### config.mk
export PLATFORM = sky130hd
export DESIGN_NAME = ebc_ext_bus_ctrl
export DESIGN_NICKNAME = d
export VERILOG_FILES = /design/src/hw/ebc_ext_bus_ctrl.v /design/src/hw/ebc_sync3.v
export VERILOG_INCLUDE_DIRS = /design/src /design/src/hw
export SDC_FILE = /design/constraint.sdc
export NUM_CORES = 1
export LEC_CHECK = 0
export BUFFER_PORTS_ARGS = -buffer_cell sky130_fd_sc_hd__buf_2
export CORE_AREA = 2 2 123 125
export DETAILED_ROUTE_END_ITERATION = 8
export DIE_AREA = 0 0 125 127
export GPL_TIMING_DRIVEN = 1
export PLACE_DENSITY = 0.91
export SYNTH_ARGS = -nofsm -noshare
export SYNTH_HDL_FRONTEND = slang
export SYNTH_SLANG_ARGS = --single-unit
### constraint.sdc
create_clock -name core_clk -period 5.3 [get_ports core_clk]
set_clock_uncertainty 0.15 [all_clocks]
set_input_delay 0.53 -clock core_clk [delete_from_list [all_inputs] [get_ports core_clk]]
set_output_delay 0.53 -clock core_clk [all_outputs]
set_load 0.05 [all_outputs]
### src/hw/ebc_regs.vh
`ifndef EBC_REGS_VH
`define EBC_REGS_VH
// bus mode codes (mode field of a bus config word)
`define EBC_MODE_SINGLE    2'h0
`define EBC_MODE_DMX16     2'h1
`define EBC_MODE_MUX16     2'h2
`define EBC_MODE_8BIT      2'h3
// bus config word layout (16 bits)
`define EBC_CFG_MODE_LO    0
`define EBC_CFG_MUX_BIT    2
`define EBC_CFG_MCT_LO     3
`define EBC_CFG_MCT_HI     6
`define EBC_CFG_MTT_BIT    7
`define EBC_CFG_ALE_BIT    8
`define EBC_CFG_RWD_BIT    9
`define EBC_CFG_RDYEN_BIT  10
`define EBC_CFG_READY_POLARITY_BIT 11
`define EBC_CFG_CSEN_BIT   12
`define EBC_CFG_EN_BIT     13
// window range word: base [11:0] in 4 KB units, size code [15:12]
`define EBC_RNG_BASE_HI    11
`define EBC_RNG_SIZE_LO    12
// address space codes
`define EBC_SPACE_16M      2'h0
`define EBC_SPACE_1M       2'h1
`define EBC_SPACE_256K     2'h2
`define EBC_SPACE_64K      2'h3
// reset values
`define EBC_CFG_RESET      16'h0000
`define EBC_RNG_RESET      16'h0000
`endif

### src/hw/ebc_ext_bus_ctrl.v
`timescale 1ns/1ps
`include "ebc_regs.vh"
module ebc_ext_bus_ctrl #(
  parameter AW = 24,
  parameter DW = 16
) (
  // clock, reset, enable
  input  wire          core_clk,
  input  wire          rst,
  input  wire          clkEn,
  // core request side
  input  wire          reqValid,
  input  wire          reqWrite,
  input  wire          reqByte,
  input  wire [AW-1:0] reqAddr,
  input  wire [DW-1:0] reqWdata,
  output reg           reqDone,
  output reg  [DW-1:0] reqRdata,
  output reg           reqBusy,
  // configuration bits
  input  wire [15:0]   default_bus_config,
  input  wire [15:0]   window1_bus_config,
  input  wire [15:0]   window2_bus_config,
  input  wire [15:0]   window3_bus_config,
  input  wire [15:0]   window4_bus_config,
  input  wire [15:0]   window1_range_select,
  input  wire [15:0]   window2_range_select,
  input  wire [15:0]   window3_range_select,
  input  wire [15:0]   window4_range_select,
  input  wire [1:0]    addrSpaceSel,
  input  wire          select_timing_cfg,
  input  wire          arbitration_enable,
  input  wire          ack_pin_direction,
  // external bus pins
  output reg  [15:0]   addrDataOut,
  output reg  [15:0]   addrDataOe,
  input  wire [15:0]   addrDataIn,
  output reg  [15:0]   address_port,
  output reg  [7:0]    segAddr,
  output reg           aleOut,
  output reg           rdN,
  output reg           wrN,
  output reg  [4:0]    window_chip_select_n,
  input  wire          readyIn,
  // arbitration pins
  input  wire          holdN,
  output reg           bus_hold_ackOut,
  output reg           bus_hold_ackOe,
  input  wire          bus_hold_ackIn,
  output reg           bus_request_out,
  output reg           busFloat
);
  // ------------------------------------------------------------
  // states
  // ------------------------------------------------------------
  localparam ST_IDLE = 3'h0; // waiting
  localparam ST_ADDR = 3'h1; // address phase, strobe high
  localparam ST_DLY  = 3'h2; // strobe delay
  localparam ST_DATA = 3'h3; // strobe active
  localparam ST_TRI  = 3'h4; // tristate recovery
  localparam ST_HOLD = 3'h5; // bus given away

  reg  [2:0]  state_r;     // state register
  reg  [3:0]  cnt_r;       // phase counter
  reg  [15:0] cfg_r;       // latched config of running cycle
  reg  [4:0]  csSel_r;     // chip select vector of cycle
  reg  [4:0]  csDly_r;     // half-cycle delayed select
  reg         writeCyc_r;  // cycle is a write
  reg         byteCyc_r;   // cycle is a byte access
  reg  [15:0] wdata_r;     // write data held
  reg  [AW-1:0] addr_r;    // address held

  // ------------------------------------------------------------
  // synchronisers for external inputs
  // ------------------------------------------------------------
  wire readySync;  // ready pin
  wire holdSync;   // hold pin, high while hold is asserted
  wire ackSync;    // ack pin in slave role, high while asserted
  // active-low pins enter inverted: a chain cleared by reset reads idle,
  // so no false hold or grant shows in the first cycles after reset

  ebc_sync3 uRdy (.core_clk(core_clk), .rst(rst), .clkEn(clkEn),
                  .pinIn(readyIn), .pinOut(readySync));
  ebc_sync3 uHld (.core_clk(core_clk), .rst(rst), .clkEn(clkEn),
                  .pinIn(~holdN), .pinOut(holdSync));
  ebc_sync3 uAck (.core_clk(core_clk), .rst(rst), .clkEn(clkEn),
                  .pinIn(~bus_hold_ackIn), .pinOut(ackSync));

  // ------------------------------------------------------------
  // window match function
  // ------------------------------------------------------------
  // range word: base in 4 KB units, size code gives 4 KB << code
  function inRange;
    input [15:0]   rng;
    input [AW-1:0] a;
    reg   [23:0]   mask;
    reg   [23:0]   base;
    reg   [23:0]   aw;
    begin
      mask = 24'hfff000 << rng[15:`EBC_RNG_SIZE_LO];
      base = {rng[`EBC_RNG_BASE_HI:0], 12'h000};
      aw   = a;
      inRange = ((aw & mask) == (base & mask));
    end
  endfunction

  // ------------------------------------------------------------
  // window selection
  // ------------------------------------------------------------
  reg [15:0] selCfg; // chosen config
  reg [4:0]  selCs;  // chosen select, bit0 default
  reg        hit1, hit2, hit3, hit4;
  always @* begin
    hit1 = window1_bus_config[`EBC_CFG_EN_BIT] & inRange(window1_range_select, reqAddr);
    hit2 = window2_bus_config[`EBC_CFG_EN_BIT] & inRange(window2_range_select, reqAddr);
    hit3 = window3_bus_config[`EBC_CFG_EN_BIT] & inRange(window3_range_select, reqAddr);
    hit4 = window4_bus_config[`EBC_CFG_EN_BIT] & inRange(window4_range_select, reqAddr);
    // four over three over two over one; highest window number wins
    if (hit4) begin
      selCfg = window4_bus_config;
      selCs  = 5'h10;
    end else if (hit3) begin
      selCfg = window3_bus_config;
      selCs  = 5'h08;
    end else if (hit2) begin
      selCfg = window2_bus_config;
      selCs  = 5'h04;
    end else if (hit1) begin
      selCfg = window1_bus_config;
      selCs  = 5'h02;
    end else begin
      selCfg = default_bus_config;
      selCs  = 5'h01;
    end
  end

  // ------------------------------------------------------------
  // decoded fields of running cycle
  // ------------------------------------------------------------
  wire [1:0] cfgMode  = cfg_r[`EBC_CFG_MODE_LO+1:`EBC_CFG_MODE_LO];
  wire       cfgMux   = cfg_r[`EBC_CFG_MUX_BIT];
  wire [3:0] cfgMct   = cfg_r[`EBC_CFG_MCT_HI:`EBC_CFG_MCT_LO];
  wire       cfgMtt   = cfg_r[`EBC_CFG_MTT_BIT];
  wire       cfgAle   = cfg_r[`EBC_CFG_ALE_BIT];
  wire       cfgRwd   = cfg_r[`EBC_CFG_RWD_BIT];
  wire       cfgRdyEn = cfg_r[`EBC_CFG_RDYEN_BIT];
  wire       cfgRdyPl = cfg_r[`EBC_CFG_READY_POLARITY_BIT];
  wire       cfgCsEn  = cfg_r[`EBC_CFG_CSEN_BIT];
  wire       is8      = (cfgMode == `EBC_MODE_8BIT);
  wire       isMux    = (cfgMode == `EBC_MODE_MUX16) | (is8 & cfgMux);
  // ready seen at its configured level
  wire       rdyOk    = ~cfgRdyEn | (readySync == cfgRdyPl);
  // master role is default, slave when arbitration is enabled and direction bit set
  wire       slave    = arbitration_enable & ack_pin_direction;
  wire       holdReq  = arbitration_enable & holdSync & ~slave;
  // in slave role the bus is ours only while ack is asserted low by master
  wire       slaveGnt = ackSync;
  // mode of the config chosen for the pending request
  wire [1:0] selMode  = selCfg[`EBC_CFG_MODE_LO+1:`EBC_CFG_MODE_LO];
  wire       reqMode  = (selMode != `EBC_MODE_SINGLE);

  // segment lines per address space
  function [7:0] segMask;
    input [1:0] sp;
    begin
      case (sp)
        `EBC_SPACE_16M:  segMask = 8'hff;
        `EBC_SPACE_1M:   segMask = 8'h0f;
        `EBC_SPACE_256K: segMask = 8'h03;
        default:         segMask = 8'h00;
      endcase
    end
  endfunction

  // ------------------------------------------------------------
  // bus cycle sequencer
  // ------------------------------------------------------------
  always @(posedge core_clk or posedge rst) begin
    if (rst) begin
      state_r         <= ST_IDLE;
      cnt_r           <= 4'h0;
      cfg_r           <= `EBC_CFG_RESET;
      csSel_r         <= 5'h00;
      writeCyc_r      <= 1'b0;
      byteCyc_r       <= 1'b0;
      wdata_r         <= 16'h0000;
      addr_r          <= {AW{1'b0}};
      reqDone         <= 1'b0;
      reqRdata        <= {DW{1'b0}};
      reqBusy         <= 1'b0;
      addrDataOut     <= 16'h0000;
      addrDataOe      <= 16'h0000;
      address_port    <= 16'h0000;
      segAddr         <= 8'h00;
      aleOut          <= 1'b0;
      rdN             <= 1'b1;
      wrN             <= 1'b1;
      bus_hold_ackOut <= 1'b1;
      bus_hold_ackOe  <= 1'b1;
      bus_request_out <= 1'b0;
      busFloat        <= 1'b0;
    end else if (clkEn) begin
      reqDone         <= 1'b0;
      bus_hold_ackOe  <= ~slave;
      bus_request_out <= slave & reqValid & ~slaveGnt;
      case (state_r)
        ST_IDLE: begin
          busFloat <= slave & ~slaveGnt;
          if (holdReq) begin
            addrDataOe      <= 16'h0000;
            busFloat        <= 1'b1;
            state_r         <= ST_HOLD;
          // requests wait while the bus is held or not yet granted
          end else if (reqValid & ~(slave & ~slaveGnt)) begin
            if (!reqMode) begin
              reqDone <= 1'b1;
              reqRdata <= {DW{1'b0}};
            end else begin
              cfg_r      <= selCfg;
              csSel_r    <= selCs & {5{selCfg[`EBC_CFG_CSEN_BIT]}};
              writeCyc_r <= reqWrite;
              byteCyc_r  <= reqByte;
              wdata_r    <= reqWdata;
              addr_r     <= reqAddr;
              reqBusy    <= 1'b1;
              aleOut     <= 1'b1;
              cnt_r      <= {3'h0, selCfg[`EBC_CFG_ALE_BIT]};
              segAddr    <= reqAddr[23:16] & segMask(addrSpaceSel);
              address_port <= reqAddr[15:0];
              state_r    <= ST_ADDR;
              // mux modes put address on the shared port
              if ((selMode == `EBC_MODE_MUX16) |
                  ((selMode == `EBC_MODE_8BIT) & selCfg[`EBC_CFG_MUX_BIT])) begin
                addrDataOut <= reqAddr[15:0];
                addrDataOe  <= 16'hffff;
              end
            end
          end
        end
        ST_ADDR: begin
          if (cnt_r != 4'h0) begin
            cnt_r <= cnt_r - 4'h1;
          end else begin
            aleOut  <= 1'b0;
            cnt_r   <= {3'h0, cfgRwd};
            state_r <= ST_DLY;
            if (isMux) begin
              addrDataOe <= 16'h0000;
            end
            if (writeCyc_r) begin
              addrDataOut <= wdata_r;
              addrDataOe  <= is8 ? 16'h00ff : 16'hffff;
            end
          end
        end
        ST_DLY: begin
          if (cnt_r != 4'h0) begin
            cnt_r <= cnt_r - 4'h1;
          end else begin
            rdN     <= writeCyc_r;
            wrN     <= ~writeCyc_r;
            cnt_r   <= cfgMct;
            state_r <= ST_DATA;
          end
        end
        ST_DATA: begin
          if (cnt_r != 4'h0) begin
            cnt_r <= cnt_r - 4'h1;
          end else if (rdyOk) begin
            rdN      <= 1'b1;
            wrN      <= 1'b1;
            reqDone  <= 1'b1;
            reqBusy  <= 1'b0;
            reqRdata <= (is8 | byteCyc_r) ? {8'h00, addrDataIn[7:0]} : addrDataIn;
            addrDataOe <= 16'h0000;
            cnt_r    <= {3'h0, cfgMtt};
            state_r  <= ST_TRI;
          end
        end
        ST_TRI: begin
          if (cnt_r != 4'h0) begin
            cnt_r <= cnt_r - 4'h1;
          end else begin
            csSel_r <= 5'h00;
            state_r <= ST_IDLE;
          end
        end
        ST_HOLD: begin
          // acknowledge only after floating; drop with hold
          if (holdReq) begin
            bus_hold_ackOut <= 1'b0;
          end else begin
            bus_hold_ackOut <= 1'b1;
            busFloat        <= 1'b0;
            state_r         <= ST_IDLE;
          end
        end
        default: state_r <= ST_IDLE;
      endcase
    end
  end

  // ------------------------------------------------------------
  // chip select timing
  // ------------------------------------------------------------
  // half-cycle delay stage on falling edge
  always @(negedge core_clk or posedge rst) begin
    if (rst) begin
      csDly_r <= 5'h00;
    end else if (clkEn) begin
      csDly_r <= csSel_r;
    end
  end

  // output select between the two flop stages; no gate in the path
  // fast mode follows the sequencer flop, so it moves with the rising ALE edge
  // default mode waits for the falling-edge copy, half a cycle later
  // switching the mode bit mid-cycle moves the select at once
  always @* begin
    if (select_timing_cfg) begin
      window_chip_select_n = ~csSel_r;
    end else begin
      window_chip_select_n = ~csDly_r;
    end
  end
endmodule

### src/hw/ebc_sync3.v
`timescale 1ns/1ps
// three-stage synchroniser; output moves once stages two and three agree
module ebc_sync3 (
  // clock and reset
  input  wire core_clk,
  input  wire rst,
  input  wire clkEn,
  // data
  input  wire pinIn,
  output reg  pinOut
);
  reg [2:0] stage_r; // shift chain, bit0 is first stage

  // shift and filter
  always @(posedge core_clk or posedge rst) begin
    if (rst) begin
      stage_r <= 3'h0;
      pinOut  <= 1'b0;
    end else if (clkEn) begin
      stage_r <= {stage_r[1:0], pinIn};
      if (stage_r[1] == stage_r[2]) begin
        pinOut <= stage_r[2];
      end
    end
  end
endmodule

==> metrics.md <==
| Metric | Value |
|---|---|
| Flop-to-flop setup slack | 1660 ps |
| Yosys cell types | 63 |
| Most common cell in the synthesized netlist | dfrtp_1 |
| Reg2Reg Capture Point | csDly_r[4]$_DFFE_NP0P_ |
| Sw Ratio | a little under half |
| Clock transition at path regs | ~60 ps |
| Via-per-instance ratio | around 5.6 |
| IO Pins | 300 |
| NetSw | about 2.3 mW |
| CTS root buffer | clkbuf_16 |
| CTS tree | done |
| GRT overflow | 0 |
| Synth warn | 0 |
| Crit end category | output pin |
| Xor/xnor share of the synthesized area | under 10% |
| Worst path depth | 2 |
| Clock buffer count from CTS | 17 |
| Family with the most delay on the worst path | flip-flops |
| Outcome | complete, no violations |
| Reg2Reg Depth | 1 |
| PortBufs | between 200 and 300 |
| Buf/Inv on CP | 1 |
| Largest net degree at the start of global routing | slightly below 60 |
| Full die area | 15880 um^2 |
| Yosys top cell area share | approximately two fifths |
| Clock Latency Late Sink | around 400 ps |
| Crit path launch type | register |
| Area Growth Syn to Fin | 29.17% |
| Post-cts resize count | 0 |
| Vias in the first global route | around 6.4k |
| Starting density of the core | about half |
| Kind of critical path | reg2out |
| Worst path arrival time | 3810 ps |
| DRC | 0 |
| Met3 Usage GRT | 7.789% |
| Synthesized-area fraction occupied by adder cells | less than 1% |
| Critical path's slowest cell | dfrtn_1 |
| Postcts setup bufs | 0 |
| Seq pwr share | 31.3% |
| Met2 usage | roughly 43% |
| Register area share after synthesis | between 40% and 50% |
| Post-synthesis simple-gate area fraction | a little over a tenth |
| Site Rows | 44 |
| Pwr Density | between 500 and 600 nW/um^2 |
| Max FO, Critical Path | 2 |
| Unrepaired setup endpoints after global routing | false |
| Core region area | roughly 14000 um^2 |
| Mapped Avg Cell Area | approximately 10 um^2 |
| EDFF count, synth | 0 |
| Comb pwr share | between 40% and 50% |
| Fin nets | 1168 |
| Num Clock Sinks | around 130 |
| Multiplexer share of the synthesized area | roughly 15% |
| Slew @ Worst Pin | between 1000 and 1500 ps |
| #FFs+latches synth | 125 |
| Post-DR wirelength/cell | approximately 18 um |
| H-tree level count | 4 |
| Post-Syn Instances | 695 |
| Drt pass-1 iters | 5 |
| Drt initial violations | ~400 |
| Top area cells in the synthesized netlist | dfrtp_1 41%, mux2_2 12%, xor2_1 4.6%, o21ai_0 3.8%, nand2_1 3.4% |
| Final wirelength | a little over 20 mm |
| Final GP Congestion | 0.9383 |
| Internal Power | about 2.8 mW |
| Mapped cell area | roughly 7000 um^2 |
| Layout cell share with drive strength beyond 1 | a little over two fifths |
| Reg2reg start | csSel_r[4]$_DFFE_PP0P_ |
| Cts-stage hold buffer count | 0 |
| Predominant post-synthesis flop cell | dfrtp_1 |
| First-pass GRT wire length | around 33 mm |
| Post-synthesis compound-gate area fraction | between 10% and 20% |
| Via count | around 6.5k |
| Async S/R FF share, synth | 100.0% |
| Post-DP HPWL | 15.87 mm |
| Clk pwr share | roughly 22% |
| HP Class | in2async |
| Post-placement cell area | ~8500 um^2 |
| Cell Chain, Critical Path | mux2i_1 -> buf_2 |
| WP data required | roughly 4600 ps |
| Slew Limit Headroom | 29.94% |
| Largest family of logic cells by synthesized area | compound AO/OA/AOI/OAI gates |
| Syn_nets | between 900 and 1k |
| Max stage delay on crit path | around 340 ps |
| Yosys top cell by area | dfrtp_1 |
| Die span in x | ~130 um |
| Commonest cells in the netlist | 116 x dfrtp_1, 73 x mux2_2, 64 x nand2_1 |
| DIE HEIGHT | 127 um |
| Worst vdd ir | around 0.00046 V |
| Endpoints failing setup | 0 |
| DRT antenna net count | 0 |
| CTS Buffer Depth | 2 |
| Slew Limit Fails | 0 |
| Tot GR Track Use | between 20% and 30% |
| Total of max-cap violations | 0 |
| Fin Setup TNS | 0 ps |
| Design Area, Final | 9042 um^2 |
| Final hold vios | 0 |
| Initial antenna violation count | 1 |
| GRT Max-Usage Layer | met2 |
| Leak | ~4.4 nW |
| Met1 Resource Use GR | 31.99% |
[stage by stage]
step | utilization, % | total power, mW | cells | setup slack, ps | hold slack [ps]
floorplan | - | 3.394 | 695 | 538.3 | 290.4
global placement | 58.62 | 3.857 | 1117 | 1103 | 298.7
detailed placement | 58.62 | 3.937 | 1117 | 1062 | 314.8
CTS | 62.63 | 5.095 | 1149 | 789.2 | 80.02
global route | 62.67 | 5.329 | 1149 | 768.1 | 118.6
finish | 62.69 | 5.083 | 1150 | 809.0 | 73.30
[cell families after synthesis]
family / count (synthesis)
muxes: 97
and+or+nand+nor: 163
AOI/OAI and AO/OA: 182
DFF: 125
adders and majority gates: 2
xor gates and xnor gates: 50
buffers and inverters: 76
[area by class of cell]
cell class / count / area (um^2)
timing repair buffer: 296 / 1501
clock buffer: 22 / 464.2
fill: 1189 / 5381
sequential: 125 / 3133
inverter: 18 / 71.32
tap: 184 / 230.2
antenna: 1 / 2.502
clock inverter: 10 / 113.9
multi-input combinational: 494 / 3526
[per-layer routing]
| layer | share of wire (%) | wire length [um] |
|---|---|---|
| met5 | 0 | 0 |
| met4 | 2.4 | 502 |
| met3 | 8.0 | 1664 |
| met2 | 50 | 10320 |
| met1 | 40 | 8290 |
[flip-flops by register name, indices dropped and copies added (netlist names), 2 cells and up]
| name | flops |
|---|---|
| addrDataOe | 2 |
| addrDataOut | 16 |
| address_port | 16 |
| cfg_r | 11 |
| cnt_r | 4 |
| csDly_r | 5 |
| csSel_r | 5 |
| reqRdata | 16 |
| segAddr | 8 |
| state_r | 3 |
| uAck.stage_r | 3 |
| uHld.stage_r | 3 |
| uRdy.stage_r | 3 |
| wdata_r | 16 |
[worst max path at each step]
| stage | startpoint | to |
|---|---|---|
| detailed placement | reqAddr[20] | addrDataOut[10]$_DFFE_PP0P_ |
| floorplan | rst | csDly_r[0]$_DFFE_NP0P_ |
| global placement | reqAddr[20] | addrDataOut[14]$_DFFE_PP0P_ |
| CTS | csDly_r[1]$_DFFE_NP0P_ | window_chip_select_n[1] |
| global route | csDly_r[4]$_DFFE_NP0P_ | window_chip_select_n[4] |
| finish | csDly_r[1]$_DFFE_NP0P_ | window_chip_select_n[1] |
[power by group through the flow]
| stage | clock network, mW | registers, mW | logic [mW] |
|---|---|---|---|
| after floorplan | 0 | 2.21 | 1.18 |
| after global placement | 0 | 1.57 | 2.29 |
| after detailed placement | 0 | 1.59 | 2.34 |
| after CTS | 1.16 | 1.58 | 2.35 |
| after global routing | 1.20 | 1.64 | 2.50 |
| final | 1.14 | 1.59 | 2.35 |
[cell usage in the layout (no fill, tap or decap), drive strengths merged, types with 9 or more instances in the layout]
cell type / n
nor3: 12
xor2: 37
clkbuf: 22
a222oi: 9
a21oi: 44
mux2: 83
nand3: 10
inv: 18
and2: 10
o21ai: 55
nor2: 42
xnor2: 13
nand2: 64
dfrtp: 116
buf: 296
a22o: 16
mux2i: 14
(Power assumes the default switching activity.)
